File: src/gpb_pkg.sv
// Constants shared by the port B block: register indices, fields, resets.
// Assumes an APB master with 32-bit data; byte address = 4 * index.
package gpb_pkg;

    // ------------------------------------------------------------------
    // Register indices and address width
    // ------------------------------------------------------------------
    localparam int unsigned    ADDR_W        = 12;
    localparam logic [9:0]     IDX_DATA      = 10'h006;
    localparam logic [9:0]     IDX_OPTION    = 10'h081;
    localparam logic [9:0]     IDX_DIR       = 10'h086;
    localparam logic [9:0]     IDX_INTCTL    = 10'h08b;

    // ------------------------------------------------------------------
    // Field positions
    // ------------------------------------------------------------------
    localparam int unsigned    OPT_PU_DIS_N  = 7;
    localparam int unsigned    OPT_EDGE_SEL  = 6;
    localparam int unsigned    IC_EXT_EN     = 4;
    localparam int unsigned    IC_CHG_EN     = 3;
    localparam int unsigned    IC_EXT_FLAG   = 1;
    localparam int unsigned    IC_CHG_FLAG   = 0;
    localparam int unsigned    EXT_PIN       = 0;
    localparam int unsigned    PROG_CLK_PIN  = 6;
    localparam int unsigned    PROG_DAT_PIN  = 7;

    // ------------------------------------------------------------------
    // Reset values
    // ------------------------------------------------------------------
    localparam logic [7:0]     RST_OPTION    = 8'hff;
    localparam logic [7:0]     RST_DIR       = 8'hff;
    localparam logic [7:0]     RST_INTCTL    = 8'h00;

endpackage : gpb_pkg

File: src/gpb_pad_if.sv
// Carrier between the port B register core and its pad driver.
// Assumes both ends share clk_sys.
interface gpb_pad_if;
    logic [7:0] latch;
    logic [7:0] dir;
    logic       pullup_disable_n;
    logic       prog_mode;
    logic       prog_dout;
    logic       prog_doe;
    logic [7:0] pin_out;
    logic [7:0] pin_oe;
    logic [7:0] pin_pu;

    modport core (
        output latch, dir, pullup_disable_n, prog_mode, prog_dout, prog_doe,
        input  pin_out, pin_oe, pin_pu
    );
    modport pad (
        input  latch, dir, pullup_disable_n, prog_mode, prog_dout, prog_doe,
        output pin_out, pin_oe, pin_pu
    );
endinterface : gpb_pad_if

File: src/gpb_pad_drv.sv
// Registered per-pin drivers for port B: output, enable and weak pull-up.
// Assumes the core supplies latch, direction and programming-mode controls.
module gpb_pad_drv (
    input  wire logic  clk_sys,
    input  wire logic  srst,
    gpb_pad_if.pad     pad
);

    // ------------------------------------------------------------------
    // Per-pin drive logic
    // ------------------------------------------------------------------
    for (genvar i = 0; i < 8; i++) begin : g_pin
        logic prog_in;
        logic dat_d;
        logic oe_d;
        logic out_q;
        logic oe_q;
        logic pu_q;

        // Pin 6 is a clock input and pin 7 follows the programmer
        assign prog_in = pad.prog_mode &&
                         (i == gpb_pkg::PROG_CLK_PIN ||
                          i == gpb_pkg::PROG_DAT_PIN);
        assign dat_d = (prog_in && i == gpb_pkg::PROG_DAT_PIN) ?
                       pad.prog_dout : pad.latch[i];
        assign oe_d = prog_in ?
                      (i == gpb_pkg::PROG_DAT_PIN && pad.prog_doe) :
                      !pad.dir[i];

        always_ff @(posedge clk_sys) begin
            if (srst) begin
                out_q <= 1'b0;
                oe_q  <= 1'b0;
                pu_q  <= 1'b0;
            end else begin
                out_q <= dat_d;
                oe_q  <= oe_d;
                pu_q  <= !pad.pullup_disable_n && pad.dir[i];
            end
        end

        assign pad.pin_out[i] = out_q;
        assign pad.pin_oe[i]  = oe_q;
        assign pad.pin_pu[i]  = pu_q;
    end

endmodule : gpb_pad_drv

File: src/gpb_port.sv
// Eight-bit port B with direction, pull-ups, pin 0 interrupt, pin 4-7
// change detection and serial programming pins; APB register access.
// Assumes pins are synchronous to clk_sys and an external pad resolves
// pin_out/pin_oe/pin_pu into the board wire.
//
// Operation
// - The direction register resets to all ones, every pin an input.
// - The data latch is not reset and keeps its value through resets.
// - Pin 0 is both a general pin and the external interrupt input.
// - A level change on pins 4 to 7 is detected for an interrupt, only while the pin is an input.
// - Each pin has a weak pull-up, on only while the pin is an input and option bit 7 is clear.
// - In programming mode pin 6 is the clock input, pin 7 the data line.
module gpb_port (
    input  wire logic                        clk_sys,
    input  wire logic                        srst,
    input  wire logic                        psel,
    input  wire logic                        penable,
    input  wire logic                        pwrite,
    input  wire logic [gpb_pkg::ADDR_W-1:0]  paddr,
    input  wire logic [31:0]                 pwdata,
    output logic [31:0]                      prdata,
    output logic                             pready,
    output logic                             pslverr,
    input  wire logic [7:0]                  pin_in,
    output logic [7:0]                       pin_out,
    output logic [7:0]                       pin_oe,
    output logic [7:0]                       pin_pu,
    input  wire logic                        prog_mode,
    input  wire logic                        prog_dout,
    input  wire logic                        prog_doe,
    output logic                             prog_clock,
    output logic                             prog_data_in,
    output logic                             irq
);

    // ------------------------------------------------------------------
    // State
    // ------------------------------------------------------------------
    typedef enum logic [1:0] {
        GPB_IDLE = 2'b01,
        GPB_RESP = 2'b10
    } gpb_bus_t;

    gpb_bus_t     bus_q;
    gpb_bus_t     bus_d;
    logic [7:0]   latch_q;
    logic [7:0]   dir_q;
    logic [7:0]   opt_q;
    logic [7:0]   ictl_q;
    logic [7:0]   ictl_d;
    logic [7:0]   pin_q;
    logic [31:0]  prdata_q;
    logic         pready_q;
    logic         pslverr_q;
    logic         prog_clk_q;
    logic         prog_dat_q;
    logic         irq_q;

    gpb_pad_if    pad_if ();

    // ------------------------------------------------------------------
    // Address decode
    // ------------------------------------------------------------------
    wire          setup    = psel && !penable && bus_q == GPB_IDLE;
    wire          acc      = psel && penable && pready_q;
    wire          wr_acc   = acc && pwrite && !pslverr_q;
    wire          aligned  = paddr[1:0] == 2'b00;
    wire [9:0]    idx      = paddr[gpb_pkg::ADDR_W-1:2];
    wire          hit_data = aligned && idx == gpb_pkg::IDX_DATA;
    wire          hit_opt  = aligned && idx == gpb_pkg::IDX_OPTION;
    wire          hit_dir  = aligned && idx == gpb_pkg::IDX_DIR;
    wire          hit_ictl = aligned && idx == gpb_pkg::IDX_INTCTL;
    wire          hit_any  = hit_data || hit_opt || hit_dir || hit_ictl;
    wire [7:0]    rd_byte  = hit_data ? pin_in :
                             hit_opt  ? opt_q  :
                             hit_dir  ? dir_q  :
                             hit_ictl ? ictl_q : 8'h00;

    // ------------------------------------------------------------------
    // Pin events
    // ------------------------------------------------------------------
    wire          ext_rise = pin_in[gpb_pkg::EXT_PIN] &&
                             !pin_q[gpb_pkg::EXT_PIN];
    wire          ext_fall = !pin_in[gpb_pkg::EXT_PIN] &&
                             pin_q[gpb_pkg::EXT_PIN];
    wire          ext_evt  = opt_q[gpb_pkg::OPT_EDGE_SEL] ?
                             ext_rise : ext_fall;
    wire [3:0]    chg_bits = (pin_in[7:4] ^ pin_q[7:4]) & dir_q[7:4];
    wire          chg_evt  = |chg_bits;
    wire          irq_d    = (ictl_q[gpb_pkg::IC_CHG_FLAG] &&
                              ictl_q[gpb_pkg::IC_CHG_EN]) ||
                             (ictl_q[gpb_pkg::IC_EXT_FLAG] &&
                              ictl_q[gpb_pkg::IC_EXT_EN]);

    // ------------------------------------------------------------------
    // Interrupt control next value: a hardware set beats a clear
    // ------------------------------------------------------------------
    always_comb begin
        ictl_d = ictl_q;
        if (wr_acc && hit_ictl) begin
            ictl_d = pwdata[7:0];
        end
        if (ext_evt) begin
            ictl_d[gpb_pkg::IC_EXT_FLAG] = 1'b1;
        end
        if (chg_evt) begin
            ictl_d[gpb_pkg::IC_CHG_FLAG] = 1'b1;
        end
    end

    always_comb begin
        bus_d = bus_q;
        case (bus_q)
            GPB_IDLE: begin
                if (setup) begin
                    bus_d = GPB_RESP;
                end
            end
            GPB_RESP: begin
                bus_d = GPB_IDLE;
            end
            default: begin
                bus_d = GPB_IDLE;
            end
        endcase
    end

    // ------------------------------------------------------------------
    // APB slave: answers in the first access cycle
    // ------------------------------------------------------------------
    always_ff @(posedge clk_sys) begin
        if (srst) begin
            bus_q     <= GPB_IDLE;
            pready_q  <= 1'b0;
            pslverr_q <= 1'b0;
            prdata_q  <= 32'h0000_0000;
        end else begin
            bus_q     <= bus_d;
            pready_q  <= setup;
            pslverr_q <= setup && !hit_any;
            if (setup && !pwrite) begin
                prdata_q <= {24'h00_0000, rd_byte};
            end else if (!setup) begin
                prdata_q <= 32'h0000_0000;
            end
        end
    end

    // ------------------------------------------------------------------
    // Data latch: no reset, held through every reset
    // ------------------------------------------------------------------
    always_ff @(posedge clk_sys) begin
        if (wr_acc && hit_data && !srst) begin
            latch_q <= pwdata[7:0];
        end
    end

    // ------------------------------------------------------------------
    // Configuration and flag registers
    // ------------------------------------------------------------------
    always_ff @(posedge clk_sys) begin
        if (srst) begin
            dir_q  <= gpb_pkg::RST_DIR;
            opt_q  <= gpb_pkg::RST_OPTION;
            ictl_q <= gpb_pkg::RST_INTCTL;
        end else begin
            ictl_q <= ictl_d;
            if (wr_acc && hit_dir) begin
                dir_q <= pwdata[7:0];
            end
            if (wr_acc && hit_opt) begin
                opt_q <= pwdata[7:0];
            end
        end
    end

    // ------------------------------------------------------------------
    // Pin sampling, programming taps and interrupt output
    // ------------------------------------------------------------------
    always_ff @(posedge clk_sys) begin
        if (srst) begin
            pin_q      <= pin_in;
            prog_clk_q <= 1'b0;
            prog_dat_q <= 1'b0;
            irq_q      <= 1'b0;
        end else begin
            pin_q      <= pin_in;
            prog_clk_q <= prog_mode && pin_in[gpb_pkg::PROG_CLK_PIN];
            prog_dat_q <= prog_mode && pin_in[gpb_pkg::PROG_DAT_PIN];
            irq_q      <= irq_d;
        end
    end

    // ------------------------------------------------------------------
    // Pad driver
    // ------------------------------------------------------------------
    assign pad_if.latch            = latch_q;
    assign pad_if.dir              = dir_q;
    assign pad_if.pullup_disable_n = opt_q[gpb_pkg::OPT_PU_DIS_N];
    assign pad_if.prog_mode        = prog_mode;
    assign pad_if.prog_dout        = prog_dout;
    assign pad_if.prog_doe         = prog_doe;

    gpb_pad_drv u_pad (
        .clk_sys (clk_sys),
        .srst    (srst),
        .pad     (pad_if.pad)
    );

    assign pin_out      = pad_if.pin_out;
    assign pin_oe       = pad_if.pin_oe;
    assign pin_pu       = pad_if.pin_pu;
    assign prdata       = prdata_q;
    assign pready       = pready_q;
    assign pslverr      = pslverr_q;
    assign prog_clock   = prog_clk_q;
    assign prog_data_in = prog_dat_q;
    assign irq          = irq_q;
endmodule : gpb_port

File: config.mk
export PLATFORM = sky130hd
export DESIGN_NAME = gpb_port
export DESIGN_NICKNAME = d
export VERILOG_FILES = /design/src/gpb_pkg.sv /design/src/gpb_pad_if.sv /design/src/gpb_pad_drv.sv /design/src/gpb_port.sv
export SDC_FILE = /design/constraint.sdc
export NUM_CORES = 1
export LEC_CHECK = 0
export BUFFER_PORTS_ARGS = -buffer_cell sky130_fd_sc_hd__buf_2
export CAP_MARGIN = 20
export CORE_MARGIN = 2
export CORE_UTILIZATION = 29
export CTS_BUF_LIST = sky130_fd_sc_hd__clkbuf_2 sky130_fd_sc_hd__clkbuf_4 sky130_fd_sc_hd__clkbuf_8
export DETAILED_ROUTE_END_ITERATION = 10
export PLACE_DENSITY = 0.65
export SYNTH_ARGS = -nofsm -noshare
export SYNTH_HDL_FRONTEND = slang
export SYNTH_HIERARCHICAL = 1
export SYNTH_SLANG_ARGS = --single-unit
export TNS_END_PERCENT = 50
File: constraint.sdc
create_clock -name clk_sys -period 2.75 [get_ports clk_sys]
set_clock_uncertainty 0.05 [all_clocks]
set_input_delay 0 -clock clk_sys [delete_from_list [all_inputs] [get_ports clk_sys]]
set_output_delay 0 -clock clk_sys [all_outputs]
set_load 0.01 [all_outputs]
* Word level (Yosys, flattened, before mapping)
Index checks and enable logic that the tools add are counted.
** Storage, ports and cells
- Register bits :: 79
- Input port bits :: 60
** Operators by class
- Equal/unequal tests :: 6
- Mux-type cells :: 12
- Bitwise logic cells :: 3
- Reduce and logical (&&, ||, !) cells :: 57
** Operators by type and width (number)
- $mux W8 :: 6
- $logic_and A1 B1 Y1 :: 31
- $eq A10 B8 Y1 const B :: 3
- $logic_not A1 Y1 :: 16
- $eq A10 B3 Y1 const B :: 1
- $mux W1 :: 5
- $and A4 B4 Y4 :: 1
- $logic_or A1 B1 Y1 :: 4
- $reduce_bool A2 Y1 :: 2
- $reduce_or A2 Y1 :: 2
- $reduce_or A4 Y1 :: 1
- $xor A4 B4 Y4 :: 1
- $eq A2 B1 Y1 const B :: 1
- $logic_not A2 Y1 :: 1
- $mux W2 :: 1
- $ne A2 B1 Y1 const B :: 1
- $not A1 Y1 :: 1

* Longest topological paths before layout
- Depth after elaboration :: 7
- Mapped depth :: 6
- Gate-level depth less buffers :: 4

* Modules after synthesis
Netlist, hierarchy kept.
** By module, submodules not included
- gpb_port :: instances 1, cells each 246, area an instance 2454.9 um^2, seq. area each 1121.1 um^2
- gpb_pad_drv :: instances 1, cells each 77, area an instance 824.5 um^2, seq. area each 480.5 um^2

* Worst setup path before layout
OpenSTA, ideal clock, no wires.
- Path type :: input port to flip-flop
- Start point :: input port paddr[11] (netlist name)
- End point :: register latch_q[0] (enable)
- Arrival :: 2126 ps
- Slack :: 176 ps
- Stages on the path :: 4
- Cell sequence :: or4_4 nor4_4 buf_2 nor4b_1
** On the way
- Longest elaborated chain between the ends :: 4
** Ends and longest elaborated chain
- start, declared :: line gpb_port.sv:19 : input wire logic [gpb_pkg::ADDR_W-1:0] paddr,
- $eq A10 B3 Y1 :: line gpb_port.sv:69 : wire hit_data = aligned && idx == gpb_pkg::IDX_DATA;
- $logic_and A1 B1 Y1 :: line gpb_port.sv:69
- $logic_and A1 B1 Y1 (2 in a row) :: line gpb_port.sv:153 : if (wr_acc && hit_data && !srst) begin
- end signal, assigned :: line gpb_port.sv:154 : latch_q <= pwdata[7:0];
- end, declared :: line gpb_port.sv:46 : logic [7:0] latch_q;
Every way passes these cells.
A chain may end at the register's enable or synchronous reset.

* Final worst setup path
- Start point :: input port paddr[0] (netlist name)
- End point :: register prdata_q[2], in the netlist prdata[2]
** On the way
- Longest elaborated chain between the ends :: 7
- Elaborated cells between the ends (all ways) :: 10
- Classes of those cells :: mux (5); reduce/logical (5)
** Ends and longest elaborated chain
- $logic_not A2 Y1 (*) :: line gpb_port.sv:67 : wire aligned = paddr[1:0] == 2'b00;
- $logic_and A1 B1 Y1 :: line gpb_port.sv:72 : wire hit_ictl = aligned && idx == gpb_pkg::IDX_INTCTL;
- $mux W8 :: line gpb_port.sv:77 : hit_ictl ? ictl_q : 8'h00;
- $mux W8 :: line gpb_port.sv:76 : hit_dir ? dir_q :
- $mux W8 :: line gpb_port.sv:75 : hit_opt ? opt_q :
- $mux W8 (*) :: line gpb_port.sv:74 : wire [7:0] rd_byte = hit_data ? pin_in :
- $mux W8 (*) :: line gpb_port.sv:141 : if (setup && !pwrite) begin
- end signal, assigned :: line gpb_port.sv:142 : prdata_q <= {24'h00_0000, rd_byte};
- end, declared :: line gpb_port.sv:52 : logic [31:0] prdata_q;
Every way passes the cells marked *; elsewhere a longest branch is shown, timed or not.

==> run metrics <==
Setup CP Type=primary input to register; largest net degree at the start of global routing=32; Clk Tree Root Cell=clkbuf_8; Post-DRT Antenna Nets=0; Setup crit start kind=primary input; Max Clk Rate=470.2 MHz; DR iter-0 viols=167; Cell variety after synth=46; Resized cells post-CTS=0; status=complete, no violations; row count=38; Worst path slowest cell=dlygate4sd3_1; most common cell after layout, fill and taps aside=buf_2; routed vias/inst=4.690; Starting Density=29.99%; setup TNS=0 ps; Total Routing Usage GR=13.63%; Die ar.=12170 um2; Max-Cap Viols=0; Via Count=2556; Ports=121; Worst setup EP type=register; Worst Path Required=3000 ps; Syn Area/Cell=10.15 um2; Crit Path Max Fanout=8; number of slew-limit violations in the final report=0; top post-synthesis cells by area=dfxtp_1, buf_4, edfxtp_1; Area Growth Syn to Fin=22.59%; Port Buffers=72; final WL=8092 um; multi-input logic area=1329 um2; Finished Cell Area=4020 um2; final hold violations=0; global route overflow=0; # DRC=0; Cell Area, Synth=3279 um2; clk sink count=76; fillers=1129; EDFF count, synth=8; setup violators final=0; ANT cells=0; mean routed wirelength per cell=14.85 um; Least-Margin Pin Slew=565.3 ps; layout cells sized above 1=26.42%; most numerous cell on the critical path=dlygate4sd3_1; total CTS buffers=9; Syn. warnings=6; pwr dens=542.6 nW/um2; first drt pass iteration count=4; Final Critical Period=2127 ps; number of H-tree levels=3; Hold WC Path Type=primary input to register; asr flop ratio synth=0%; initial antenna violation count=0; post-synthesis instance total=323; vias in the first global route=2371; busiest grt layer=met2; Post-DP HPWL=5617 um; sequential fraction of the synthesis area=48.84%; M3 GR Usage=3.939%; register area=1602 um2; DP Area=3526 um2; post-synth top area cell=dfxtp_1; CTS tree=built; core footprint=10940 um2; Die Y-Extent=110.3 um; Die Wd=110.3 um; clk slew on worst S/H paths=90 ps; # nets final=460; top cell type's share of synthesized area=41.51%; Synth Register Bits=76; Peak VDD IR=302.6 uV; RSZ-0062 raised after global routing=false; Placer Congestion=0.8068; Crit path largest cell delay=570 ps; crit share post-route=77.34%; most frequent cells in the layout=buf_2, dfxtp_1, dlygate4sd3_1; worst-path cell chain=dlygate4sd3_1 > buf_2 > or4_4 > nor3_1 > buf_4 > o31ai_1 > a211oi_1 > dlygate4sd3_1; Slew headroom=62.15%; Buffers & Inverters on Critical Path=4; LEAKAGE=1.672 nW; CTS Buffer Depth=2; Crit path max-delay family=buffers and inverters; crit path DAT=2380 ps; met2 usage=22.13%; met1 Use GR=17.72%; dominant synthesized flop cell=dfxtp_1; later-pin clock latency in the skew report=350 ps; first-pass GRT wire length=12300 um
==> routing by layer <==
layer / wire [um] / vias to the layer above
met5: 0 / -
met4: 71 / 0
met3: 588 / 9
met2: 3780 / 103
met1: 3651 / 1180
li1: - / 1264
==> path summary, 6_finish.rpt <==
check | startpoint | endpoint | slack (ps) | cells after the start
worst max-delay path | paddr[0] | prdata[2] | 620 | 8
worst min-delay path | paddr[11] | prdata[0] | 210 | 6
worst max register to register | bus_q[1] | prdata[2] | 720 | 4
worst min register to register | latch_q[2] | u_pad/g_pin[2].out_q | 410 | 1
==> Yosys cell counts, drive strengths merged (8+ instances only) <==
cell and instances:
a211o 15, nor2 13, and2 12, a21oi 16
buf 53, edfxtp 8, nand4 10, nand2 13
o21ai 8, dfxtp 68, and3 15, mux2i 8
clkbuf 12
==> area by class of cell <==
cell class,instances,share of cell area [%]
well taps,140,4.357
repair buffers,108,17.49
clock buffers,10,3.268
inverters,2,0.1867
clock inverters,6,1.805
flip-flops and latches,76,39.84
multi-input cells,203,33.05
==> where the power goes <==
| part | total [mW] | internal (mW) | switching (mW) |
|---|---|---|---|
| Sequential | 1.14 | 1.13 | 0.00570 |
| Combinational | 0.178 | 0.0759 | 0.102 |
| Clock | 0.867 | 0.437 | 0.430 |
==> cell families (layout without fill, tap and decap cells) <==
kind of cell | after synthesis | after routing | share of synthesized area, %
buffers and inverters | 67 | 126 | 13.47
DFF | 76 | 76 | 48.84
and+or+nand+nor | 94 | 94 | 17.67
AOI/OAI and AO/OA | 73 | 73 | 16.41
other | 1 | 24 | 0.1144
xor gates and xnor gates | 4 | 4 | 1.068
muxes | 8 | 8 | 2.442
==> worst reg2reg max path, stage by stage, from the launching register on <==
cell and delay (ps):
dfxtp_1 320, nor4_1 410, clkinv_1 370, a211oi_1 260
dlygate4sd3_1 570
==> state kept, by name, indices dropped and copies added (netlist names), 2 cells and up <==
name / cells
u_pad/g_pin.out_q: 8
opt_q: 8
dir_q: 8
u_pad/g_pin.pu_q: 8
u_pad/g_pin.oe_q: 8
prdata: 8
ictl_q: 8
latch_q: 8
bus_q: 2
pin_q: 5
==> per-stage QoR <==
step	cells	power [mW]	util (%)	setup WS, ps	hold slack, ps
floorplan	346	1.271	-	175.9	-22.28
global placement	500	1.307	32.24	865.8	94.07
detailed placement	500	1.310	32.24	838.9	99.44
CTS	545	2.212	36.76	609.4	198.1
global route	545	2.273	36.76	418.0	222.1
finish	545	2.181	36.76	623.1	212.6
==> repair_timing <==
action	in CTS	in global routing
setup buffers	0	0
hold buffers	29	0
hold endpoints to repair	60	0
(Power assumes the default switching activity.)
